[src/dpcs_params.svh]
// register offsets, field positions and reset values for the debug port control/status block
`ifndef DPCS_PARAMS_SVH
`define DPCS_PARAMS_SVH
`define DPCS_OFF_CTRL_STAT    4'h4
`define DPCS_OFF_ABORT        4'h0
`define DPCS_OFF_EVENTS       4'h8
`define DPCS_OFF_CONFIG       4'hc
`define DPCS_BIT_SYS_ACK      31
`define DPCS_BIT_SYS_REQ      30
`define DPCS_BIT_DBG_ACK      29
`define DPCS_BIT_DBG_REQ      28
`define DPCS_BIT_RST_ACK      27
`define DPCS_BIT_RST_REQ      26
`define DPCS_CNT_HI           23
`define DPCS_CNT_LO           12
`define DPCS_MASK_HI          11
`define DPCS_MASK_LO          8
`define DPCS_BIT_WDERR        7
`define DPCS_BIT_RDOK         6
`define DPCS_BIT_STKERR       5
`define DPCS_BIT_STKCMP       4
`define DPCS_MODE_HI          3
`define DPCS_MODE_LO          2
`define DPCS_BIT_ORUN         1
`define DPCS_BIT_ORUN_EN      0
`define DPCS_ABT_ORUN_CLR     4
`define DPCS_ABT_WDERR_CLR    3
`define DPCS_ABT_STKERR_CLR   2
`define DPCS_ABT_STKCMP_CLR   1
`define DPCS_EV_WDERR         0
`define DPCS_EV_RD_DONE       1
`define DPCS_EV_RD_OK         2
`define DPCS_EV_AP_ERR        3
`define DPCS_EV_ORUN          4
`define DPCS_EV_PUSH          5
`define DPCS_CFG_SCAN         0
`define DPCS_CFG_MIN          1
`define DPCS_RST_FLAG         1'h0
`endif

[src/dpcs_pkg.sv]
// types for the debug port control/status block
package dpcs_pkg;
    typedef enum logic [1:0] {
        DPCS_MODE_NORMAL,
        DPCS_MODE_VERIFY,
        DPCS_MODE_COMPARE,
        DPCS_MODE_RSVD
    } dpcs_mode_e;
    typedef enum logic {
        DPCS_BUS_IDLE,
        DPCS_BUS_DONE
    } dpcs_bus_e;
    typedef struct packed {
        logic [1:0]  sys_ack_sync;
        logic [1:0]  dbg_ack_sync;
        logic [1:0]  rst_ack_sync;
        logic        system_power_req;
        logic        debug_power_req;
        logic        debug_reset_req;
        logic [11:0] transaction_count;
        logic [3:0]  compare_lane_mask;
        logic        write_data_error_flag;
        logic        read_success_flag;
        logic        sticky_error_flag;
        logic        sticky_compare_flag;
        dpcs_mode_e  transfer_mode;
        logic        sticky_overrun_flag;
        logic        overrun_detect_enable;
        logic        scan_chain_debug_port;
        logic        minimal_port_config;
        dpcs_bus_e   bus_state;
        logic [31:0] readdata;
    } dpcs_state_s;
endpackage

[src/dpcs_ctrl_stat.sv]
// debug port control/status register with avalon-mm slave
//
// The implementer's own choices: the address map and the Avalon-MM slave port.
`timescale 1ns/1ps
`default_nettype none
`include "dpcs_params.svh"
module dpcs_ctrl_stat (
    // clock and reset
    input  wire logic        clk_i,
    input  wire logic        rst_b_i,
    input  wire logic        clk_en_i,
    // avalon-mm slave
    input  wire logic [3:0]  address_i,
    input  wire logic        read_i,
    input  wire logic        write_i,
    input  wire logic [31:0] writedata_i,
    output logic [31:0]      readdata_o,
    output logic             waitrequest_o,
    // power and reset handshakes
    input  wire logic        system_power_ack_i,
    input  wire logic        debug_power_ack_i,
    input  wire logic        debug_reset_ack_i,
    output logic             system_power_req_o,
    output logic             debug_power_req_o,
    output logic             debug_reset_req_o,
    // transaction events from the link and access-port side
    input  wire logic        write_data_error_i,
    input  wire logic        read_done_i,
    input  wire logic        read_ok_i,
    input  wire logic        ap_error_i,
    input  wire logic        overrun_i,
    input  wire logic        push_valid_i,
    input  wire logic        transaction_done_i,
    input  wire logic [31:0] push_write_data_i,
    input  wire logic [31:0] push_target_data_i,
    // configuration seen by the rest of the port
    output dpcs_pkg::dpcs_mode_e transfer_mode_o,
    output logic [3:0]       compare_lane_mask_o,
    output logic             overrun_detect_enable_o
);
    import dpcs_pkg::*;

    dpcs_state_s cur;
    dpcs_state_s nxt;
    logic [3:0]  lane_eq;
    logic        lane_match;
    logic        push_active;
    logic        wr_cs;
    logic        wr_abt;
    logic [31:0] cs_value;

    // per-lane compare; mask bit n covers bits 8n+7:8n
    genvar g;
    generate
        for (g = 0; g < 4; g++) begin : g_lane
            assign lane_eq[g] = ~cur.compare_lane_mask[g] |
                (push_write_data_i[8*g+7:8*g] == push_target_data_i[8*g+7:8*g]);
        end
    endgenerate
    assign lane_match  = &lane_eq;
    assign push_active = push_valid_i &&
        (cur.transfer_mode == DPCS_MODE_VERIFY || cur.transfer_mode == DPCS_MODE_COMPARE);

    // access takes effect on the cycle waitrequest is low
    assign waitrequest_o = (read_i || write_i) && cur.bus_state == DPCS_BUS_IDLE;
    assign wr_cs  = write_i && !waitrequest_o && address_i == `DPCS_OFF_CTRL_STAT;
    assign wr_abt = write_i && !waitrequest_o && address_i == `DPCS_OFF_ABORT;

    always_comb begin
        cs_value = 32'h0000_0000;
        cs_value[`DPCS_BIT_SYS_ACK] = cur.sys_ack_sync[1];
        cs_value[`DPCS_BIT_SYS_REQ] = cur.system_power_req;
        cs_value[`DPCS_BIT_DBG_ACK] = cur.dbg_ack_sync[1];
        cs_value[`DPCS_BIT_DBG_REQ] = cur.debug_power_req;
        cs_value[`DPCS_BIT_RST_ACK] = cur.rst_ack_sync[1];
        cs_value[`DPCS_BIT_RST_REQ] = cur.debug_reset_req;
        cs_value[`DPCS_CNT_HI:`DPCS_CNT_LO] = cur.transaction_count;
        cs_value[`DPCS_MASK_HI:`DPCS_MASK_LO] = cur.compare_lane_mask;
        cs_value[`DPCS_BIT_WDERR] = cur.scan_chain_debug_port ? 1'h0 : cur.write_data_error_flag;
        cs_value[`DPCS_BIT_RDOK] = cur.scan_chain_debug_port ? 1'h0 : cur.read_success_flag;
        cs_value[`DPCS_BIT_STKERR] = cur.sticky_error_flag;
        cs_value[`DPCS_BIT_STKCMP] = cur.sticky_compare_flag;
        cs_value[`DPCS_MODE_HI:`DPCS_MODE_LO] = cur.transfer_mode;
        cs_value[`DPCS_BIT_ORUN] = cur.sticky_overrun_flag;
        cs_value[`DPCS_BIT_ORUN_EN] = cur.overrun_detect_enable;
    end

    always_comb begin
        nxt = cur;
        // two-stage synchronisers for acknowledge pins
        nxt.sys_ack_sync = {cur.sys_ack_sync[0], system_power_ack_i};
        nxt.dbg_ack_sync = {cur.dbg_ack_sync[0], debug_power_ack_i};
        nxt.rst_ack_sync = {cur.rst_ack_sync[0], debug_reset_ack_i};
        // bus: one wait cycle, then the access completes
        if ((read_i || write_i) && cur.bus_state == DPCS_BUS_IDLE) begin
            nxt.bus_state = DPCS_BUS_DONE;
        end else begin
            nxt.bus_state = DPCS_BUS_IDLE;
        end
        // load in the wait cycle so data already stand when waitrequest drops
        if (read_i && cur.bus_state == DPCS_BUS_IDLE) begin
            case (address_i)
                `DPCS_OFF_CTRL_STAT: nxt.readdata = cs_value;
                `DPCS_OFF_CONFIG: nxt.readdata = {30'h0, cur.minimal_port_config, cur.scan_chain_debug_port};
                default: nxt.readdata = 32'h0000_0000;
            endcase
        end
        if (transaction_done_i) begin
            nxt.transaction_count = cur.transaction_count + 12'h001;
        end
        // clears first, so a same-cycle event below wins
        if (wr_cs) begin
            nxt.system_power_req = writedata_i[`DPCS_BIT_SYS_REQ];
            nxt.debug_power_req  = writedata_i[`DPCS_BIT_DBG_REQ];
            nxt.debug_reset_req  = writedata_i[`DPCS_BIT_RST_REQ];
            nxt.overrun_detect_enable = writedata_i[`DPCS_BIT_ORUN_EN];
            // minimal config drops count, mask and mode; zero-only writes assumed
            if (!cur.minimal_port_config) begin
                nxt.transaction_count = writedata_i[`DPCS_CNT_HI:`DPCS_CNT_LO];
                nxt.compare_lane_mask = writedata_i[`DPCS_MASK_HI:`DPCS_MASK_LO];
                nxt.transfer_mode = dpcs_mode_e'(writedata_i[`DPCS_MODE_HI:`DPCS_MODE_LO]);
            end
            if (cur.scan_chain_debug_port) begin
                if (writedata_i[`DPCS_BIT_STKERR]) nxt.sticky_error_flag = 1'h0;
                if (writedata_i[`DPCS_BIT_STKCMP]) nxt.sticky_compare_flag = 1'h0;
                if (writedata_i[`DPCS_BIT_ORUN]) nxt.sticky_overrun_flag = 1'h0;
            end
        end
        if (wr_abt) begin
            if (writedata_i[`DPCS_ABT_WDERR_CLR]) nxt.write_data_error_flag = 1'h0;
            if (writedata_i[`DPCS_ABT_STKERR_CLR]) nxt.sticky_error_flag = 1'h0;
            if (writedata_i[`DPCS_ABT_STKCMP_CLR]) nxt.sticky_compare_flag = 1'h0;
            if (writedata_i[`DPCS_ABT_ORUN_CLR]) nxt.sticky_overrun_flag = 1'h0;
        end
        if (write_i && !waitrequest_o && address_i == `DPCS_OFF_CONFIG) begin
            nxt.scan_chain_debug_port = writedata_i[`DPCS_CFG_SCAN];
            nxt.minimal_port_config = writedata_i[`DPCS_CFG_MIN];
        end
        // hardware events
        if (write_data_error_i) nxt.write_data_error_flag = 1'h1;
        if (read_done_i) nxt.read_success_flag = read_ok_i;
        if (ap_error_i) nxt.sticky_error_flag = 1'h1;
        if (overrun_i && cur.overrun_detect_enable) nxt.sticky_overrun_flag = 1'h1;
        if (push_active && !cur.minimal_port_config &&
            ((cur.transfer_mode == DPCS_MODE_COMPARE && !lane_match) ||
             (cur.transfer_mode == DPCS_MODE_VERIFY && lane_match))) begin
            nxt.sticky_compare_flag = 1'h1;
        end
    end

    // count, mask and mode have no reset: their powerup value is unknown
    always_ff @(posedge clk_i) begin
        if (!rst_b_i) begin
            cur.sys_ack_sync          <= 2'h0;
            cur.dbg_ack_sync          <= 2'h0;
            cur.rst_ack_sync          <= 2'h0;
            cur.system_power_req      <= `DPCS_RST_FLAG;
            cur.debug_power_req       <= `DPCS_RST_FLAG;
            cur.debug_reset_req       <= `DPCS_RST_FLAG;
            cur.write_data_error_flag <= `DPCS_RST_FLAG;
            cur.read_success_flag     <= `DPCS_RST_FLAG;
            cur.sticky_error_flag     <= `DPCS_RST_FLAG;
            cur.sticky_compare_flag   <= `DPCS_RST_FLAG;
            cur.sticky_overrun_flag   <= `DPCS_RST_FLAG;
            cur.overrun_detect_enable <= `DPCS_RST_FLAG;
            cur.scan_chain_debug_port <= 1'h0;
            cur.minimal_port_config   <= 1'h0;
            cur.bus_state             <= DPCS_BUS_IDLE;
            cur.readdata              <= 32'h0000_0000;
        end else if (clk_en_i) begin
            cur <= nxt;
        end
    end

    assign readdata_o              = cur.readdata;
    assign system_power_req_o      = cur.system_power_req;
    assign debug_power_req_o       = cur.debug_power_req;
    assign debug_reset_req_o       = cur.debug_reset_req;
    assign transfer_mode_o         = cur.transfer_mode;
    assign compare_lane_mask_o     = cur.compare_lane_mask;
    assign overrun_detect_enable_o = cur.overrun_detect_enable;

    AST_SYS_REQ_RST: assert property (@(posedge clk_i) $rose(rst_b_i) |-> !system_power_req_o)
        else $error("system power request not zero after reset");
    AST_DBG_REQ_WR: assert property (@(posedge clk_i) disable iff (!rst_b_i)
        clk_en_i && wr_cs |=> debug_power_req_o == $past(writedata_i[`DPCS_BIT_DBG_REQ]))
        else $error("debug power request did not follow write");
    AST_ACK_SYNC: assert property (@(posedge clk_i) disable iff (!rst_b_i)
        clk_en_i [*3] |-> cs_value[`DPCS_BIT_SYS_ACK] == $past(system_power_ack_i, 2))
        else $error("system ack not two-stage synchronised");
    AST_RSVD_ZERO: assert property (@(posedge clk_i) disable iff (!rst_b_i)
        cs_value[25:24] == 2'h0)
        else $error("reserved bits not zero");
    AST_STKERR_SET: assert property (@(posedge clk_i) disable iff (!rst_b_i)
        clk_en_i && ap_error_i |=> cur.sticky_error_flag)
        else $error("sticky error not set by access-port error");
    AST_WDERR_RO: assert property (@(posedge clk_i) disable iff (!rst_b_i)
        clk_en_i && wr_cs && !wr_abt && !write_data_error_i && cur.write_data_error_flag
        |=> cur.write_data_error_flag)
        else $error("write data error changed by register write");
    AST_RDOK_TRACK: assert property (@(posedge clk_i) disable iff (!rst_b_i)
        clk_en_i && read_done_i |=> cur.read_success_flag == $past(read_ok_i))
        else $error("read success does not track response");
    AST_RDOK_SCAN: assert property (@(posedge clk_i) disable iff (!rst_b_i)
        cur.scan_chain_debug_port |-> !cs_value[`DPCS_BIT_RDOK])
        else $error("read success visible on scan-chain port");
    AST_ORUN_GATE: assert property (@(posedge clk_i) disable iff (!rst_b_i)
        clk_en_i && !cur.overrun_detect_enable && !cur.sticky_overrun_flag |=> !cur.sticky_overrun_flag)
        else $error("overrun flagged while detection disabled");
    AST_CMP_MODE: assert property (@(posedge clk_i) disable iff (!rst_b_i)
        clk_en_i && !cur.sticky_compare_flag && cur.transfer_mode == DPCS_MODE_NORMAL |=> !cur.sticky_compare_flag)
        else $error("compare flag set in normal mode");
    AST_ABT_CLR: assert property (@(posedge clk_i) disable iff (!rst_b_i)
        clk_en_i && wr_abt && writedata_i[`DPCS_ABT_STKCMP_CLR] && !push_active |=> !cur.sticky_compare_flag)
        else $error("compare flag not cleared by abort");
    AST_WAIT_ONE: assert property (@(posedge clk_i) disable iff (!rst_b_i)
        clk_en_i && (read_i || write_i) && waitrequest_o ##1 clk_en_i |-> !waitrequest_o)
        else $error("waitrequest held more than one cycle");

    COV_PUSH_CMP: cover property (@(posedge clk_i) push_active && cur.transfer_mode == DPCS_MODE_COMPARE && !lane_match);
    COV_PUSH_VER: cover property (@(posedge clk_i) push_active && cur.transfer_mode == DPCS_MODE_VERIFY && lane_match);
    COV_SET_CLR: cover property (@(posedge clk_i) wr_abt && ap_error_i);
    COV_SCAN_W1C: cover property (@(posedge clk_i) wr_cs && cur.scan_chain_debug_port);
endmodule
`default_nettype wire

[config.mk]
export PLATFORM = sky130hd
export DESIGN_NAME = dpcs_ctrl_stat
export DESIGN_NICKNAME = d
export VERILOG_FILES = /design/src/dpcs_pkg.sv /design/src/dpcs_ctrl_stat.sv
export VERILOG_INCLUDE_DIRS = /design/src
export SDC_FILE = /design/constraint.sdc
export NUM_CORES = 1
export LEC_CHECK = 0
export BUFFER_PORTS_ARGS = -buffer_cell sky130_fd_sc_hd__buf_2
export CORE_ASPECT_RATIO = 2
export CORE_MARGIN = 5
export CORE_UTILIZATION = 51
export DETAILED_ROUTE_END_ITERATION = 8
export GPL_TIMING_DRIVEN = 0
export PLACE_DENSITY = 0.86
export SYNTH_ARGS = -nofsm -noshare
export SYNTH_HDL_FRONTEND = slang
export SYNTH_SLANG_ARGS = --single-unit
[constraint.sdc]
create_clock -name clk_i -period 2.64 [get_ports clk_i]
set_input_delay 0.132 -clock clk_i [delete_from_list [all_inputs] [get_ports clk_i]]
set_output_delay 0.132 -clock clk_i [all_outputs]
set_load 0.005 [all_outputs]
======== Word-level counts from Yosys, hierarchy flattened ========
Index checks and enable logic that the tools add are counted.
W data, S select, Z words.
storage, ports and cells
  register bits ........................... 68
  input bits .............................. 115
  output and inout bits ................... 43
  logic and storage cells ................. 92
cells by class
  $add $sub $neg .......................... 1
  eq/ne operators ......................... 8
  multiplexer cells ....................... 25
  bitwise operators ....................... 10
  reduce and logical (&&, ||, !) cells .... 29
operators by type and width
  cell                     count
  $pmux W32 S2             1
  $eq A8 B8 Y1             4
  $mux W16                 2
  $mux W1                  17
  $add A12 B1 Y12 const B  1
  $logic_and A1 B1 Y1      12
  $mux W12                 1
  $reduce_and A2 Y1        5
  $reduce_and A4 Y1        2
  $mux W2                  3
  $mux W6                  1
  $not A1 Y1               6
  $eq A4 B3 Y1 const B     1
  $eq A4 B4 Y1 const B     1
  $logic_not A4 Y1         1
  $or A1 B1 Y1             4
  $reduce_bool A2 Y1       2
  $logic_not A1 Y1         3
  $logic_or A1 B1 Y1       3
  $reduce_and A3 Y1        1
  $eq A2 B1 Y1 const B     1
  $eq A2 B2 Y1 const B     1

======== Longest topological paths before layout ========
Gate-level depths: netlist of the first run.
  depth in word-level cells ............... 9
  depth in mapped cells ................... 7
  depth with buffers taken out ............ 6

======== Worst setup path after synthesis of the first run ========
Ideal clock, no wire load.
  kind .................................... input to register
  start point ............................. input clk_en_i
  end point ............................... register cur, in the netlist compare_lane_mask_o[0], enable pin
  library setup time ...................... 320 ps
  arrival ................................. 1345 ps
  required time ........................... 2320 ps
  path slack .............................. 974 ps
  stages .................................. 4
  path buffers ............................ 2
  path through ............................ buf_4 -> buf_1 -> and2_1 -> and2_1
on the way
  cells in the longest elaborated chain, start to end .. 1
RTL lines
  element                             line                   RTL
  from (decl)                         dpcs_ctrl_stat.sv:11   input wire logic clk_en_i,
  $reduce_and A4 Y1 (no source line)  -
  to (signal assigned)                dpcs_ctrl_stat.sv:171  cur <= nxt;
  to (decl)                           dpcs_ctrl_stat.sv:43   dpcs_state_s cur;
Every way passes these cells.
A chain may end at the register's enable or synchronous reset.

======== Worst setup path in the final report of the first run ========
  start point ............................. register cur[32] in the netlist's numbering
  end point ............................... register cur, in the netlist compare_lane_mask_o[3], enable pin
on the way
  cells in the longest elaborated chain, start to end .. 6
RTL lines
  element                               line                  RTL
  $not A1 Y1                            dpcs_ctrl_stat.sv:65  assign waitrequest_o = (read_i || write_i) && cur.bus_state == DPCS_BUS_IDLE;
  $logic_and A1 B1 Y1                   dpcs_ctrl_stat.sv:65
  $logic_not A1 Y1                      dpcs_ctrl_stat.sv:66  assign wr_cs = write_i && !waitrequest_o && address_i == `DPCS_OFF_CTRL_STAT;
  $logic_and A1 B1 Y1                   dpcs_ctrl_stat.sv:66
  $logic_and A1 B1 Y1 (no source line)  -
  $reduce_and A4 Y1 (no source line)    -
Every way passes these cells.

==> results of run 1 <==
cell type report:
cell class / count / share of cell area, %
multi-input cells: 230 / 33.96
flip-flops and latches: 66 / 31.57
repair buffers: 150 / 16.31
plain buffers: 55 / 8.103
clock buffers: 13 / 6.156
well taps: 88 / 2.315
clock inverters: 3 / 1.368
inverters: 2 / 0.1579
diodes: 1 / 0.05262
worst max-delay path, stage by stage (launching register included):
cell	delay [ns]
dfxtp_1	0.37
nand2_1	0.13
nor4_4	0.20
and3b_1	0.20
buf_2	0.18
buf_4	0.19
and2_1	0.34
kinds of logic after synthesis:
| group | count (synthesis) | synth area share (%) |
|---|---|---|
| adders and majority gates | 3 | 1.071 |
| xor gates and xnor gates | 43 | 10.74 |
| and+or+nand+nor | 106 | 17.99 |
| AOI/OAI and AO/OA | 59 | 11.14 |
| buffers and inverters | 57 | 11.21 |
| muxes | 17 | 4.925 |
| other | 1 | 0.1070 |
| DFF | 66 | 42.83 |
where the power goes:
part / internal (mW) / leakage (nW) / switching, mW
Combinational: 0.142 / 1.36 / 0.119
Sequential: 1.06 / 0.555 / 0.0159
Clock: 0.965 / 0.176 / 0.417
state kept, by name, summed over array words and instances (netlist names):
| register | flops |
|---|---|
| debug_power_req_o | 1 |
| transfer_mode_o | 2 |
| system_power_req_o | 1 |
| cs_value | 18 |
| overrun_detect_enable_o | 1 |
| cur | 8 |
| readdata_o | 30 |
| debug_reset_req_o | 1 |
| compare_lane_mask_o | 4 |
timing repair:
item                      4_1_cts  5_1_grt
hold endpoints to repair        5        0
resized for setup               0        0
hold buffers                    5        0
buffers inserted                0        0
per-stage QoR:
step                      hold WS, ns  util (%)  power, mW  std cells  worst slack [ns]
after floorplan                0.2309         -      1.225        353            0.9744
after global placement         0.3109     65.11      1.342        586            0.4815
after detailed placement       0.3126     65.11      1.352        586            0.4492
after CTS                    0.003418     71.22      2.736        607            0.6829
after global routing         0.002125     71.22      2.804        607            0.5539
final                         0.01497     71.26      2.721        608            0.6950
metal layers:
| metal | global-route usage (%) | up-vias |
|---|---|---|
| met5 | 0 | - |
| met1 | 21.12 | 1449 |
| met3 | 6.942 | 39 |
| met4 | 16.76 | 0 |
| li1 | - | 1506 |
| met2 | 42.54 | 154 |
final timing paths:
kind / slack [ns] / cells past startpoint / startpoint / to
worst max-delay path: 0.70 / 6 / cur[32] / compare_lane_mask_o[3]
worst min-delay path: 0.01 / 1 / writedata_i[3] / transfer_mode_o[1]
worst max register to register: 0.70 / 6 / cur[32] / compare_lane_mask_o[3]
worst min register to register: 0.48 / 2 / cur[41] / cur[41]
synth_stat cells, types with 2 or more instances:
cell type,number
dfxtp_1,48
xor2_1,8
buf_6,3
inv_1,2
ha_1,3
buf_2,2
a22oi_1,30
a21boi_0,4
nor2b_1,46
nand4_1,11
xnor2_1,35
o21ai_0,20
nand2_1,25
a31oi_1,3
edfxtp_1,18
buf_4,41
and2_1,2
clkbuf_1,8
mux2_2,2
nand3_1,5
nor2_1,6
mux2i_1,15
==> impl_metrics.py, run 1 <==
metrics = {
    "logic_synthesis": {
        "seq_area_frac_synth_pct": 42.83,
        "yosysTopAreaCell": "dfxtp_1",
        "synthFlopType": "dfxtp_1",
        "ys_types": 37,
        "synthTopCellsByArea": "dfxtp_1 27%, edfxtp_1 15%, buf_4 8.8%",
        "syn_inst": 352,
        "synth.avg_cell_area_um2": 9.960,
        "synth_edf_count": 18,
        "synth_top_area_share_pct": 27.41,
        "synth_area_um2": 3506,
        "ys_seq_elements": 66,
        "async_flop_share_pct": 0,
        "yosys_warnings": 0,
    },
    "pwr": {
        "static-leakage-power_nw": 2.096,
        "pwr_density_cell_nw_per_um2": 572.2,
        "ir_drop_mv": 0.5977,
    },
    "timing": {
        "slew_viol_final": 0,
        "rsz0062_at_grt": "false",
        "period_minus_slack_ns": 1.945,
        "relSlewSlack_pct": 58.55,
        "clock_skew_ns": 0.005849,
        "setup-tns-final_ns": 0,
        "finalCritPeriodShare_pct": 73.67,
        "worstMarginPinSlew_ns": 0.6217,
        "hold_viol": 0,
        "setup_violations": 0,
        "max_freq_mhz": 514.1,
    },
    "placed_design": {
        "dp_hpwl_um": 7788,
        "gp_congestion": 0.8636,
        "place_area_um2": 4345,
        "port_buffers": 145,
    },
    "floorplan": {
        "dieWidth_um": 68.63,
        "core-area_um2": 6674,
        "initial_utilization_pct": 52.53,
        "io_pins": 158,
        "rows": 42,
        "die_area_um2": 8733,
        "die_height_um": 127.3,
    },
    "clock_tree": {
        "insertion_delay_ns": 0.33,
        "cts-root-buf": "clkbuf_16",
        "cts_tree": "done",
        "numCtsBuffers": 9,
        "cts_buffer_depth": 2,
        "cts.clk_slew.worst_paths_ns": 0.05,
        "cts_sinks": 66,
        "htreeDepth": 3,
    },
    "cells_and_area": {
        "multi_input_area_um2": 1615,
        "ff_latch_area_um2": 1501,
        "nets": 632,
        "final_cell_mix": "147 x buf_2, 48 x dfxtp_1, 46 x nor2b_1",
        "post-route-cell-area_um2": 4756,
        "drive_above_1_share_pct": 41.23,
        "synthToLayoutAreaGrowth_pct": 35.65,
        "layout_commonest_cell": "buf_2",
        "fill_cells": 516,
    },
    "route": {
        "drt_pass1_iterations": 4,
        "wl_per_cell_um": 16.54,
        "drtAntennaViolNets": 0,
        "routed_wl_um": 10060,
        "top_layer_used": "met4",
        "vias": 3148,
        "drt_iter0_markers": 146,
        "route.met3.wl_um": 784,
        "viasPerCell": 5.178,
        "wl_met1_um": 3229,
        "drc": 0,
        "wl_met2_um": 5534,
    },
    "setup_path": {
        "endpoint_kind": "flop",
        "crit_path_start_kind": "flop",
        "path_max_fanout": 10,
        "critical_path_class": "flop to flop",
        "worstPathRequired_ns": 2.64,
        "worstPathArrival_ns": 1.94,
    },
    "grt": {
        "gr-total-overflow": 0,
        "grt_pass1_vias": 3332,
        "grt_pass1_wl_um": 15390,
        "grt_usage_pct": 23.75,
        "grt_max_degree": 14,
        "antenna_found_initial": 0,
    },
    "min_path": {
        "min_path_type": "primary input to flop",
    },
    "outcome": {
        "outcome": "completed",
    },
    "flow_run": {
        "drv_cap": 0,
    },
}
Note: power is estimated with default switching activity, not from simulation.
==> run 2: changes to the inputs <==
- CORE_UTILIZATION: 51 -> 47
- PLACE_DENSITY: 0.86 -> 0.8
- clock period: 2.64 -> 1.8 ns (I/O delays scaled with it)
==> impl_metrics.py, run 2 (synthesis gave the netlist of run 1 again) <==
metrics = {
    "placed_design": {
        "gp_congestion": 0.8654,
        "dp_hpwl_um": 7504,
        "dp_slack_ns": -0.3104,
        "port_buffers": 145,
        "place_area_um2": 4350,
        "post-place-cells": 590,
    },
    "setup_path": {
        "timing.rr.start": "cur[32]",
        "path_max_fanout": 10,
        "worstReg2RegEnd": "compare_lane_mask_o[1]",
        "crit_end": "compare_lane_mask_o[1]",
        "endpoint_kind": "flop",
        "critPathLaunch": "cur[32]",
        "crit_path_start_kind": "flop",
        "rr_worst_depth": 6,
        "worstPathRequired_ns": 1.83,
        "critical_path_class": "flop to flop",
        "rrSetupSlack_ns": 0.10,
        "worstPathArrival_ns": 1.73,
    },
    "clock_tree": {
        "post_cts_buffers": 0,
        "cts_sinks": 66,
        "cts.clk_slew.worst_paths_ns": 0.05,
        "insertion_delay_ns": 0.32,
        "cts_buffer_depth": 2,
        "htreeDepth": 3,
        "cts_tree": "done",
        "cts-root-buf": "clkbuf_16",
        "numCtsBuffers": 9,
    },
    "timing": {
        "setup_violations": 0,
        "holdWs_ns": 0.02791,
        "hold_viol": 0,
        "slew_viol_final": 0,
        "worstMarginPinSlew_ns": 0.6092,
        "relSlewSlack_pct": 59.39,
        "period_minus_slack_ns": 1.700,
        "clock_skew_ns": 0.007659,
        "finalCritPeriodShare_pct": 94.44,
        "worst_slack_ns": 0.1001,
        "max_freq_mhz": 588.3,
        "rsz0062_at_grt": "false",
        "setup-tns-final_ns": 0,
    },
    "floorplan": {
        "rows": 44,
        "dieWidth_um": 71.07,
        "core-area_um2": 7267,
        "die_area_um2": 9391,
        "die_height_um": 132.1,
        "initial_utilization_pct": 48.24,
        "io_pins": 158,
    },
    "cells_and_area": {
        "layout_commonest_cell": "buf_2",
        "post-route-cell-area_um2": 4705,
        "synthToLayoutAreaGrowth_pct": 34.19,
        "nets": 633,
        "final_cell_mix": "146 x buf_2, 47 x dfxtp_1, 46 x nor2b_1",
        "drive_above_1_share_pct": 41.54,
        "largest_reg_flops": 30,
        "fill_cells": 613,
        "final_cells": 613,
    },
    "pwr": {
        "net-switching-power_uw": 782.1,
        "static-leakage-power_nw": 2.059,
        "ir_drop_mv": 0.5665,
        "pwr-share-comb_pct": 10.7,
        "p_int_mw": 2.773,
        "seq_power_share_pct": 44.5,
        "pwr_density_cell_nw_per_um2": 755.7,
        "p_clk_share_pct": 44.8,
        "p_sw_share_pct": 22.00,
    },
    "flow_run": {
        "drv_cap": 0,
    },
    "route": {
        "wl_per_cell_um": 15.42,
        "routed_wl_um": 9453,
        "viasPerCell": 4.943,
        "drt_pass1_iterations": 4,
        "drtAntennaViolNets": 0,
        "drc": 0,
        "vias": 3030,
        "drt_iter0_markers": 149,
    },
    "grt": {
        "antenna_found_initial": 1,
        "grt_usage_pct": 20.59,
        "grt_max_degree": 14,
        "grt_pass1_wl_um": 15230,
        "gr-total-overflow": 0,
        "grt_pass1_vias": 3113,
    },
    "outcome": {
        "outcome": "completed",
    },
    "min_path": {
        "min_path_type": "primary input to flop",
    },
}
==> run 2: worst max-delay path, stage by stage (launching register included) <==
cell and delay [ns]:
dfxtp_2 0.35, nand2_2 0.08, nor4_4 0.25, and3b_1 0.21, buf_4 0.16, buf_6 0.15, and2_4 0.20
==> run 2: metal layers <==
layer	vias up	wire, um	share of wire, %	GRT usage [%]
li1	1507	-	-	-
met1	1404	3334	35	20.01
met2	102	5369	57	39.35
met3	17	525	5.6	4.733
met4	0	223	2.4	9.519
met5	-	0	0	0
==> run 2: stage by stage <==
stage,total power [mW],util (%)
3_5_place_dp,1.978,59.87
6_report,3.555,64.74
5_1_grt,3.675,64.74
2_1_floorplan,1.797,-
3_3_place_gp,1.967,59.87
4_1_cts,3.592,64.58
==> run 2: worst min-delay path by stage <==
stage | startpoint | endpoint | cells past startpoint | slack [ns]
floorplan | writedata_i[8] | compare_lane_mask_o[0] | 0 | 0.19
finish | system_power_ack_i | cur[66] | 3 | 0.03
CTS | system_power_ack_i | cur[66] | 3 | 0.02
detailed placement | writedata_i[9] | compare_lane_mask_o[1] | 1 | 0.27
global route | writedata_i[17] | cs_value[17] | 3 | 0.05
global placement | writedata_i[9] | compare_lane_mask_o[1] | 1 | 0.27
==> run 2: power by group through the flow <==
stage	logic (mW)	clock network [mW]	registers, mW
2_1_floorplan	0.193	0	1.60
3_3_place_gp	0.358	0	1.61
3_5_place_dp	0.367	0	1.61
4_1_cts	0.381	1.63	1.58
5_1_grt	0.419	1.67	1.58
6_report	0.380	1.59	1.58
==> run 2: cell type report <==
class,count,area [um2],area share (%)
Inverter,2,7.507,0.1596
Clock buffer,14,264.0,5.612
Antenna cell,1,2.502,0.05319
Tap cell,92,115.1,2.447
Timing Repair Buffer,151,785.8,16.70
Clock inverter,2,12.51,0.2660
Buffer,55,391.6,8.324
Multi-Input combinational cell,230,1623,34.49
Sequential cell,66,1503,31.94
==> run 2: timing repair <==
action,CTS,global route
endpoints found under the hold margin,6,0
setup endpoints to repair,6,7
resized for setup,3,5
hold buffers,6,0
gates cloned,0,0
pin swaps,0,2
